===== src/hw/rphe_pkg.sv =====
// package: constants and types for the root-port hot-plug event block
`default_nettype none
package rphe_pkg;
	// --------------------------------------------------------------
	// clock and timing
	// --------------------------------------------------------------
	localparam int CLK_PERIOD_NS = 50;
	localparam int L1_EXIT_SRIS_US = 10;
	localparam int L1_EXIT_SRIS_CYC = (L1_EXIT_SRIS_US * 1000) / CLK_PERIOD_NS;
	// --------------------------------------------------------------
	// clock tolerance and advertised latency encodings
	// --------------------------------------------------------------
	localparam logic [12:0] PPM_COMMON = 13'h0258;
	localparam logic [12:0] PPM_SRIS = 13'h15e0;
	localparam logic [2:0] L1_EXIT_COMMON = 3'h6;
	localparam logic [2:0] L1_EXIT_SRIS = 3'h7;
	// --------------------------------------------------------------
	// lanes and controller configurations
	// --------------------------------------------------------------
	localparam int NUM_LANES = 4;
	localparam logic [1:0] CFG_1X4 = 2'h0;
	localparam logic [1:0] CFG_2X1_1X2 = 2'h1;
	localparam logic [1:0] CFG_4X1 = 2'h2;
	localparam logic [1:0] CFG_2X2 = 2'h3;
	// --------------------------------------------------------------
	// reset values
	// --------------------------------------------------------------
	localparam logic RST_FLAG = 1'b0;
	localparam logic [NUM_LANES-1:0] RST_LANES = 4'h0;
	// per-lane training progress
	typedef enum logic [1:0] {
		RPHE_LN_IDLE,
		RPHE_LN_TRAIN,
		RPHE_LN_DONE
	} rphe_lane_st_t;
endpackage
`default_nettype wire


===== src/hw/rphe_lane_pol.sv =====
// per-lane receiver polarity detector and corrector
`default_nettype none
module rphe_lane_pol
	import rphe_pkg::*;
(
	input  wire logic clk,
	input  wire logic rstn,
	input  wire logic trainStart,
	input  wire logic symValid,
	input  wire logic symInverted,
	input  wire logic symNormal,
	input  wire logic rxBitRaw,
	output logic      rxBit,
	output logic      invert,
	output logic      trained
);
	rphe_lane_st_t st_q, st_d;
	logic          inv_q, inv_d;
	logic          bit_q;

	// --------------------------------------------------------------
	// training: inversion is latched only while training, no config
	// --------------------------------------------------------------
	always_comb begin
		st_d = st_q;
		inv_d = inv_q;
		case (st_q)
			RPHE_LN_IDLE: begin
				if (trainStart) begin
					st_d = RPHE_LN_TRAIN;
					inv_d = 1'b0;
				end
			end
			RPHE_LN_TRAIN: begin
				if (symValid && symInverted) begin
					inv_d = 1'b1;
					st_d = RPHE_LN_DONE;
				end else if (symValid && symNormal) begin
					st_d = RPHE_LN_DONE;
				end
			end
			RPHE_LN_DONE: begin
				// a new training restarts detection
				if (trainStart) begin
					st_d = RPHE_LN_TRAIN;
					inv_d = 1'b0;
				end
			end
			default: st_d = RPHE_LN_IDLE;
		endcase
	end

	always_ff @(posedge clk or negedge rstn) begin
		if (!rstn) begin
			st_q <= RPHE_LN_IDLE;
			inv_q <= RST_FLAG;
			bit_q <= RST_FLAG;
		end else begin
			st_q <= st_d;
			inv_q <= inv_d;
			bit_q <= rxBitRaw ^ inv_d;
		end
	end

	assign rxBit = bit_q;
	assign invert = inv_q;
	assign trained = (st_q == RPHE_LN_DONE);
endmodule
`default_nettype wire


===== src/hw/rphe_hotplug.sv =====
// root-port hot-plug events, sris straps, lane reversal and system_error_out_n paths
`default_nettype none
module rphe_hotplug
	import rphe_pkg::*;
(
	input  wire logic                 clk,
	input  wire logic                 rstn,
	input  wire logic                 phyPresent,
	input  wire logic                 linkActive,
	input  wire logic                 presence_change_irq_en,
	input  wire logic                 hotplug_irq_en,
	input  wire logic                 hotplug_sci_en,
	input  wire logic                 hotplug_smi_en,
	input  wire logic                 clrPresenceChanged,
	input  wire logic                 clrSciStatus,
	input  wire logic                 clrSmiPresence,
	input  wire logic                 clrSmiLinkActive,
	input  wire logic                 srisStrap,
	input  wire logic                 aspmL0sReq,
	input  wire logic                 lowerSkpReq,
	input  wire logic [1:0]           laneCfg,
	input  wire logic                 laneReverseReq,
	input  wire logic [NUM_LANES-1:0] txLaneData,
	input  wire logic [NUM_LANES-1:0] rxLaneRaw,
	input  wire logic                 trainStart,
	input  wire logic [NUM_LANES-1:0] symValid,
	input  wire logic [NUM_LANES-1:0] symInverted,
	input  wire logic [NUM_LANES-1:0] symNormal,
	input  wire logic                 hdrSerrEn,
	input  wire logic                 hdrErrEvent,
	input  wire logic                 capSerrEn,
	input  wire logic                 capErrEvent,
	output logic                      presence_state,
	output logic                      presence_changed,
	output logic                      hotplugIrq,
	output logic                      hotplug_sci_status,
	output logic                      smi_presence_changed,
	output logic                      smi_link_active_changed,
	output logic                      smi_out_n,
	output logic                      srisMode,
	output logic [12:0]               ppmTolerance,
	output logic                      aspmL0sEnable,
	output logic [2:0]                l1ExitLatency,
	output logic                      lowerSkpEnable,
	output logic                      laneReversed,
	output logic [NUM_LANES-1:0]      txLaneOut,
	output logic [NUM_LANES-1:0]      rxLaneData,
	output logic [NUM_LANES-1:0]      laneInverted,
	output logic [NUM_LANES-1:0]      laneTrained,
	output logic                      system_error_out_n
);
	logic presState_q, presChg_q, sciSts_q, smiPres_q, smiLink_q;
	logic prevPhy_q, prevLink_q, strapDone_q, sris_q, rev_q, system_error_out_n_q;
	logic [NUM_LANES-1:0] txOut_q, rxRev_q, rxFixed;

	// --------------------------------------------------------------
	// event detection
	// --------------------------------------------------------------
	wire insertEv = phyPresent && !prevPhy_q;
	wire removeEv = !phyPresent && prevPhy_q;
	wire presEv = insertEv || removeEv;
	wire linkEv = linkActive ^ prevLink_q;
	wire irqGate = presence_change_irq_en && hotplug_irq_en;
	wire sciEv = hotplug_sci_en && ((presEv && irqGate) || linkEv);
	// set wins over clear on every sticky flag
	wire presChg_d = presEv || (presChg_q && !clrPresenceChanged);
	wire sciSts_d = sciEv || (sciSts_q && !clrSciStatus);
	wire smiPres_d = (hotplug_smi_en && presEv) || (smiPres_q && !clrSmiPresence);
	wire smiLink_d = (hotplug_smi_en && linkEv) || (smiLink_q && !clrSmiLinkActive);
	wire presState_d = insertEv ? 1'b1 : (removeEv ? 1'b0 : presState_q);

	always_ff @(posedge clk or negedge rstn) begin
		if (!rstn) begin
			prevPhy_q <= RST_FLAG;
			prevLink_q <= RST_FLAG;
			presState_q <= RST_FLAG;
			presChg_q <= RST_FLAG;
			sciSts_q <= RST_FLAG;
			smiPres_q <= RST_FLAG;
			smiLink_q <= RST_FLAG;
		end else begin
			prevPhy_q <= phyPresent;
			prevLink_q <= linkActive;
			presState_q <= presState_d;
			presChg_q <= presChg_d;
			sciSts_q <= sciSts_d;
			smiPres_q <= smiPres_d;
			smiLink_q <= smiLink_d;
		end
	end

	assign presence_state = presState_q;
	assign presence_changed = presChg_q;
	assign hotplugIrq = presChg_q && irqGate;
	assign hotplug_sci_status = sciSts_q;
	assign smi_presence_changed = smiPres_q;
	assign smi_link_active_changed = smiLink_q;
	assign smi_out_n = !(smiPres_q || smiLink_q);

	// --------------------------------------------------------------
	// sris strap: caught once after reset release, then frozen
	// --------------------------------------------------------------
	always_ff @(posedge clk or negedge rstn) begin
		if (!rstn) begin
			strapDone_q <= RST_FLAG;
			sris_q <= RST_FLAG;
		end else if (!strapDone_q) begin
			strapDone_q <= 1'b1;
			sris_q <= srisStrap;
		end
	end

	assign srisMode = sris_q;
	assign ppmTolerance = sris_q ? PPM_SRIS : PPM_COMMON;
	assign aspmL0sEnable = aspmL0sReq && !sris_q;
	assign l1ExitLatency = sris_q ? L1_EXIT_SRIS : L1_EXIT_COMMON;
	// request ignored: the port neither sends nor takes lower skp sets
	assign lowerSkpEnable = 1'b0 && lowerSkpReq;

	// --------------------------------------------------------------
	// lane reversal and per-lane polarity
	// --------------------------------------------------------------
	function automatic logic [NUM_LANES-1:0] rev4(input logic [NUM_LANES-1:0] v);
		rev4 = {v[0], v[1], v[2], v[3]};
	endfunction

	wire revOk = (laneCfg == CFG_1X4) || (laneCfg == CFG_2X1_1X2);

	genvar g;
	generate
		for (g = 0; g < NUM_LANES; g++) begin : gLane
			rphe_lane_pol uPol (
				.clk         (clk),
				.rstn        (rstn),
				.trainStart  (trainStart),
				.symValid    (symValid[g]),
				.symInverted (symInverted[g]),
				.symNormal   (symNormal[g]),
				.rxBitRaw    (rxLaneRaw[g]),
				.rxBit       (rxFixed[g]),
				.invert      (laneInverted[g]),
				.trained     (laneTrained[g])
			);
		end
	endgenerate

	always_ff @(posedge clk or negedge rstn) begin
		if (!rstn) begin
			rev_q <= RST_FLAG;
			txOut_q <= RST_LANES;
			rxRev_q <= RST_LANES;
		end else begin
			rev_q <= laneReverseReq && revOk;
			txOut_q <= rev_q ? rev4(txLaneData) : txLaneData;
			rxRev_q <= rev_q ? rev4(rxFixed) : rxFixed;
		end
	end

	assign laneReversed = rev_q;
	assign txLaneOut = txOut_q;
	assign rxLaneData = rxRev_q;

	// --------------------------------------------------------------
	// system error: header path or capability path
	// --------------------------------------------------------------
	always_ff @(posedge clk or negedge rstn) begin
		if (!rstn) begin
			system_error_out_n_q <= RST_FLAG;
		end else begin
			system_error_out_n_q <= (hdrSerrEn && hdrErrEvent) || (capSerrEn && capErrEvent);
		end
	end

	assign system_error_out_n = !system_error_out_n_q;
endmodule
`default_nettype wire


===== config.mk =====
export PLATFORM = sky130hd
export DESIGN_NAME = rphe_hotplug
export DESIGN_NICKNAME = d
export VERILOG_FILES = /design/src/hw/rphe_pkg.sv /design/src/hw/rphe_lane_pol.sv /design/src/hw/rphe_hotplug.sv
export SDC_FILE = /design/constraint.sdc
export NUM_CORES = 1
export LEC_CHECK = 0
export BUFFER_PORTS_ARGS = -buffer_cell sky130_fd_sc_hd__buf_2
export CORE_UTILIZATION = 35
export CTS_BUF_LIST = sky130_fd_sc_hd__clkbuf_16
export DETAILED_ROUTE_END_ITERATION = 10
export GPL_TIMING_DRIVEN = 0
export PLACE_DENSITY = 0.65
export SLEW_MARGIN = 20
export SYNTH_ARGS = -nofsm -noshare
export SYNTH_HDL_FRONTEND = slang
export SYNTH_SLANG_ARGS = --single-unit

===== constraint.sdc =====
create_clock -name clk -period 2.3 [get_ports clk]
set_input_delay 0.115 -clock clk [delete_from_list [all_inputs] [get_ports clk]]
set_output_delay 0.115 -clock clk [all_outputs]
set_load 0.02 [all_outputs]

==> metrics.md <==
| Metric | Value |
|---|---|
| Synth-to-Final Area Change | 39.9% |
| Tightest Pin Transition | 0.741 ns |
| Boundary Pins | 87 |
| Power Total | 2260 uW |
| Reg2reg setup slack | 1.15 ns |
| Initial antenna violation count | 0 |
| Starting DRT DRC Count | 34 |
| Sequential cell area | 876 sq um |
| Sequential area share after synthesis | 54.1% |
| WS Path Type | in -> reg |
| Fin cells | 285 |
| Cells after DPL | 274 |
| Post-synth ARST share | 100% |
| Top FF cell, synth | dfrtp_1 |
| Reg2reg end | presence_state |
| Power Density | 997 mW/mm^2 |
| Fin util | 51.3% |
| Internal power | 1540 uW |
| Worst setup margin | 0.969 ns |
| Final setup violation count | 0 |
| Leak | 0.00122 uW |
| Ys Warns | 0 |
| Count of final hold-check violations | 0 |
| DR DRC count | 0 |
| Fin crit share | 57.9% |
| Slew HR | 50.6% |
| Detailed-placement wirelength estimate | 2170 microns |
| CTS tree | yes |
| Htree depth | 2 |
| Status | finished clean |
| Via count | 1222 |
| Mean Syn Cell Area | 11.6 sq um |
| Arr. time, crit path | 1.49 ns |
| First-pass GRT wire length | 4880 microns |
| Max-Cap Viols | 0 |
| Port Buf Inserts | 76 |
| Gp weighted congestion | 0.685 |
| Highest clock rate | 751 MHz |
| Die area | 0.00490 sq mm |
| Number of synthesized flops with an enable pin | 0 |
| Chip Height | 70.0 microns |
| Fill cell count | 415 |
| DP Worst Slack | 1.16 ns |
| Grt total ovfl | 0 |
| Final ANT Viol Nets | 0 |
| Largest net degree at the start of global routing | 36 |
| Sequential share of power | 39.6% |
| Critical path launch point type | input pin |
| Gate power share | 33.7% |
| Site Rows | 24 |
| Share of cells above drive strength 1 | 52.8% |
| CP endpoint kind | register |
| FF-to-FF path depth | 3 |
| Ant. Diodes | 0 |
| Overall Global Routing Usage | 12.7% |
| Clock transition at path regs | 0.05 ns |
| Num CTS Buffers | 5 |
| Worst-Skew Late Latency | 0.27 ns |
| Final #Nets | 277 |
| Clock Tree Buf Depth | 2 |
| Area of the multi-input gates | 539 sq um |
| Final min period | 1.33 ns |
| FF-to-FF Start | prevPhy_q |
| Vias per cell | 4.29 |
| Synth cell types | 22 |
| Vias in the first global route | 1123 |
| Max VDD drop | 390 uV |
| Most numerous cell in the Yosys netlist | dfrtp_1 |
| Cell count after synthesis | 139 |
| CTS Sinks | 35 |
| Clk pwr share | 26.7% |
| DRT Wirelength | 2840 microns |
| Core area | 0.00441 sq mm |
| CP required | 2.46 ns |
| Post-synth top cells | 35 x dfrtp_1, 24 x buf_4, 12 x inv_1 |
| Share of the synthesized area in the top cell type | 54.1% |
| Post-CTS setup buffer count | 0 |
| Area contributors post-synth | dfrtp_1 54%, buf_4 11%, mux2_2 7.0%, o21ai_0 3.1%, inv_1 2.8% |
| Net Sw Frac | 31.8% |
| P_sw | 719 uW |
| Slew Viols, Final | 0 |
| Crit path capture | presence_state |
| Initial core utilization | 36.7% |
| Seq cells post-synth | 35 |
| # resized after CTS | 0 |
| Post-Synthesis Cell Area | 0.00162 sq mm |
| Avg WL per Cell | 9.98 microns |
| Clock skew | 0.00205 ns |
| Die X-Extent | 70.0 microns |
| DR pass1 iterations | 4 |
| Root Buffer | clkbuf_16 |
| Sum Neg Setup Slack | 0 ns |
| RSZ-0062 raised after global routing | false |
| Min-Delay Path Class | in -> reg |
| Post-synth top area cell | dfrtp_1 |
| Crit path max fanout | 4 |
| CP Launch Point | phyPresent |
-- through the flow --
step	area [sq um]	hold slack, ns
final	2260	0.0206
after global placement	2090	0.236
after floorplan	1650	-0.181
after global routing	2260	0.0240
after CTS	2260	0.0188
after detailed placement	2090	0.240
-- timing repair --
action,4_1_cts,5_1_grt
endpoints found under the hold margin,38,0
endpoints found under the setup margin,0,0
hold buffers,4,0
-- cell families (layout without fill, tap and decap cells) --
kind of cell / count (synthesis) / in the layout / synth area share (%)
AOI/OAI and AO/OA: 22 / 22 / 11.3
adders and majority gates: 1 / 1 / 0.773
xor gates and xnor gates: 5 / 5 / 2.70
DFF: 35 / 35 / 54.1
muxes: 10 / 10 / 6.96
buffers and inverters: 37 / 124 / 14.2
and+or+nand+nor: 27 / 27 / 9.51
other: 2 / 9 / 0.464
-- layout by cell type (no fill, tap or decap) --
master / n
buf_2: 77
dfrtp_1: 35
buf_4: 24
inv_1: 12
nand2_1: 10
mux2_2: 10
o21ai_0: 10
conb_1: 9
nand2b_1: 7
xor2_1: 5
clkbuf_16: 5
and2b_1: 4
o2bb2ai_1: 4
dlygate4sd3_1: 4
o221ai_2: 3
nor2_1: 2
nor2b_1: 2
a22o_1: 2
nand2b_4: 1
nand2b_2: 1
o211ai_4: 1
o22ai_1: 1
o21bai_1: 1
ha_1: 1
clkinv_1: 1
clkinv_2: 1
-- area by class of cell --
| type | count | share of cell area, % |
|---|---|---|
| Sequential cell | 35 | 38.7 |
| Tap cell | 52 | 2.87 |
| Clock inverter | 2 | 0.387 |
| Buffer | 25 | 8.18 |
| Multi-Input combinational cell | 74 | 23.8 |
| Timing Repair Buffer | 80 | 18.6 |
| Inverter | 12 | 1.99 |
| Clock buffer | 5 | 5.52 |
-- worst max-delay path, cell delays in order --
cell and delay (ns):
dlygate4sd3_1 0.55, buf_2 0.13, ha_1 0.35, mux2_2 0.34
-- flip-flops by register name, summed over array words and instances, names as in the netlist --
name / flops
gLane.uPol.st_q: 8
gLane.uPol.invert: 4
gLane.uPol.rxBit: 4
rxLaneData: 4
txLaneOut: 4
hotplug_sci_status: 1
laneReversed: 1
presence_changed: 1
presence_state: 1
prevLink_q: 1
prevPhy_q: 1
smi_link_active_changed: 1
smi_presence_changed: 1
srisMode: 1
strapDone_q: 1
system_error_out_n_q: 1
-- power by group through the flow --
stage	logic, uW	registers (uW)	clock network (uW)
6_report	760	895	603
5_1_grt	827	918	655
4_1_cts	772	897	628
3_5_place_dp	765	904	0
3_3_place_gp	755	900	0
2_1_floorplan	486	951	0
-- how the worst min path moves through the flow --
stage,slack (ns),endpoint,from,cells after the start
2_1_floorplan,-0.18,gLane[0].uPol.invert,rstn,0
3_3_place_gp,0.24,smi_link_active_changed,rstn,1
3_5_place_dp,0.24,smi_link_active_changed,rstn,1
4_1_cts,0.02,smi_link_active_changed,clrSmiLinkActive,2
5_1_grt,0.02,smi_link_active_changed,clrSmiLinkActive,2
6_report,0.02,smi_link_active_changed,clrSmiLinkActive,2
-- routing by layer --
layer  share of wire (%)  global-route usage [%]  vias to the layer above
met4                 1.0                    4.00                        0
met5                   0                       0                        -
li1                    -                       -                      611
met2                  43                    19.9                       72
met1                  44                    15.8                      534
met3                  12                    5.34                        5
No activity file was read; power rests on OpenSTA's default activity.
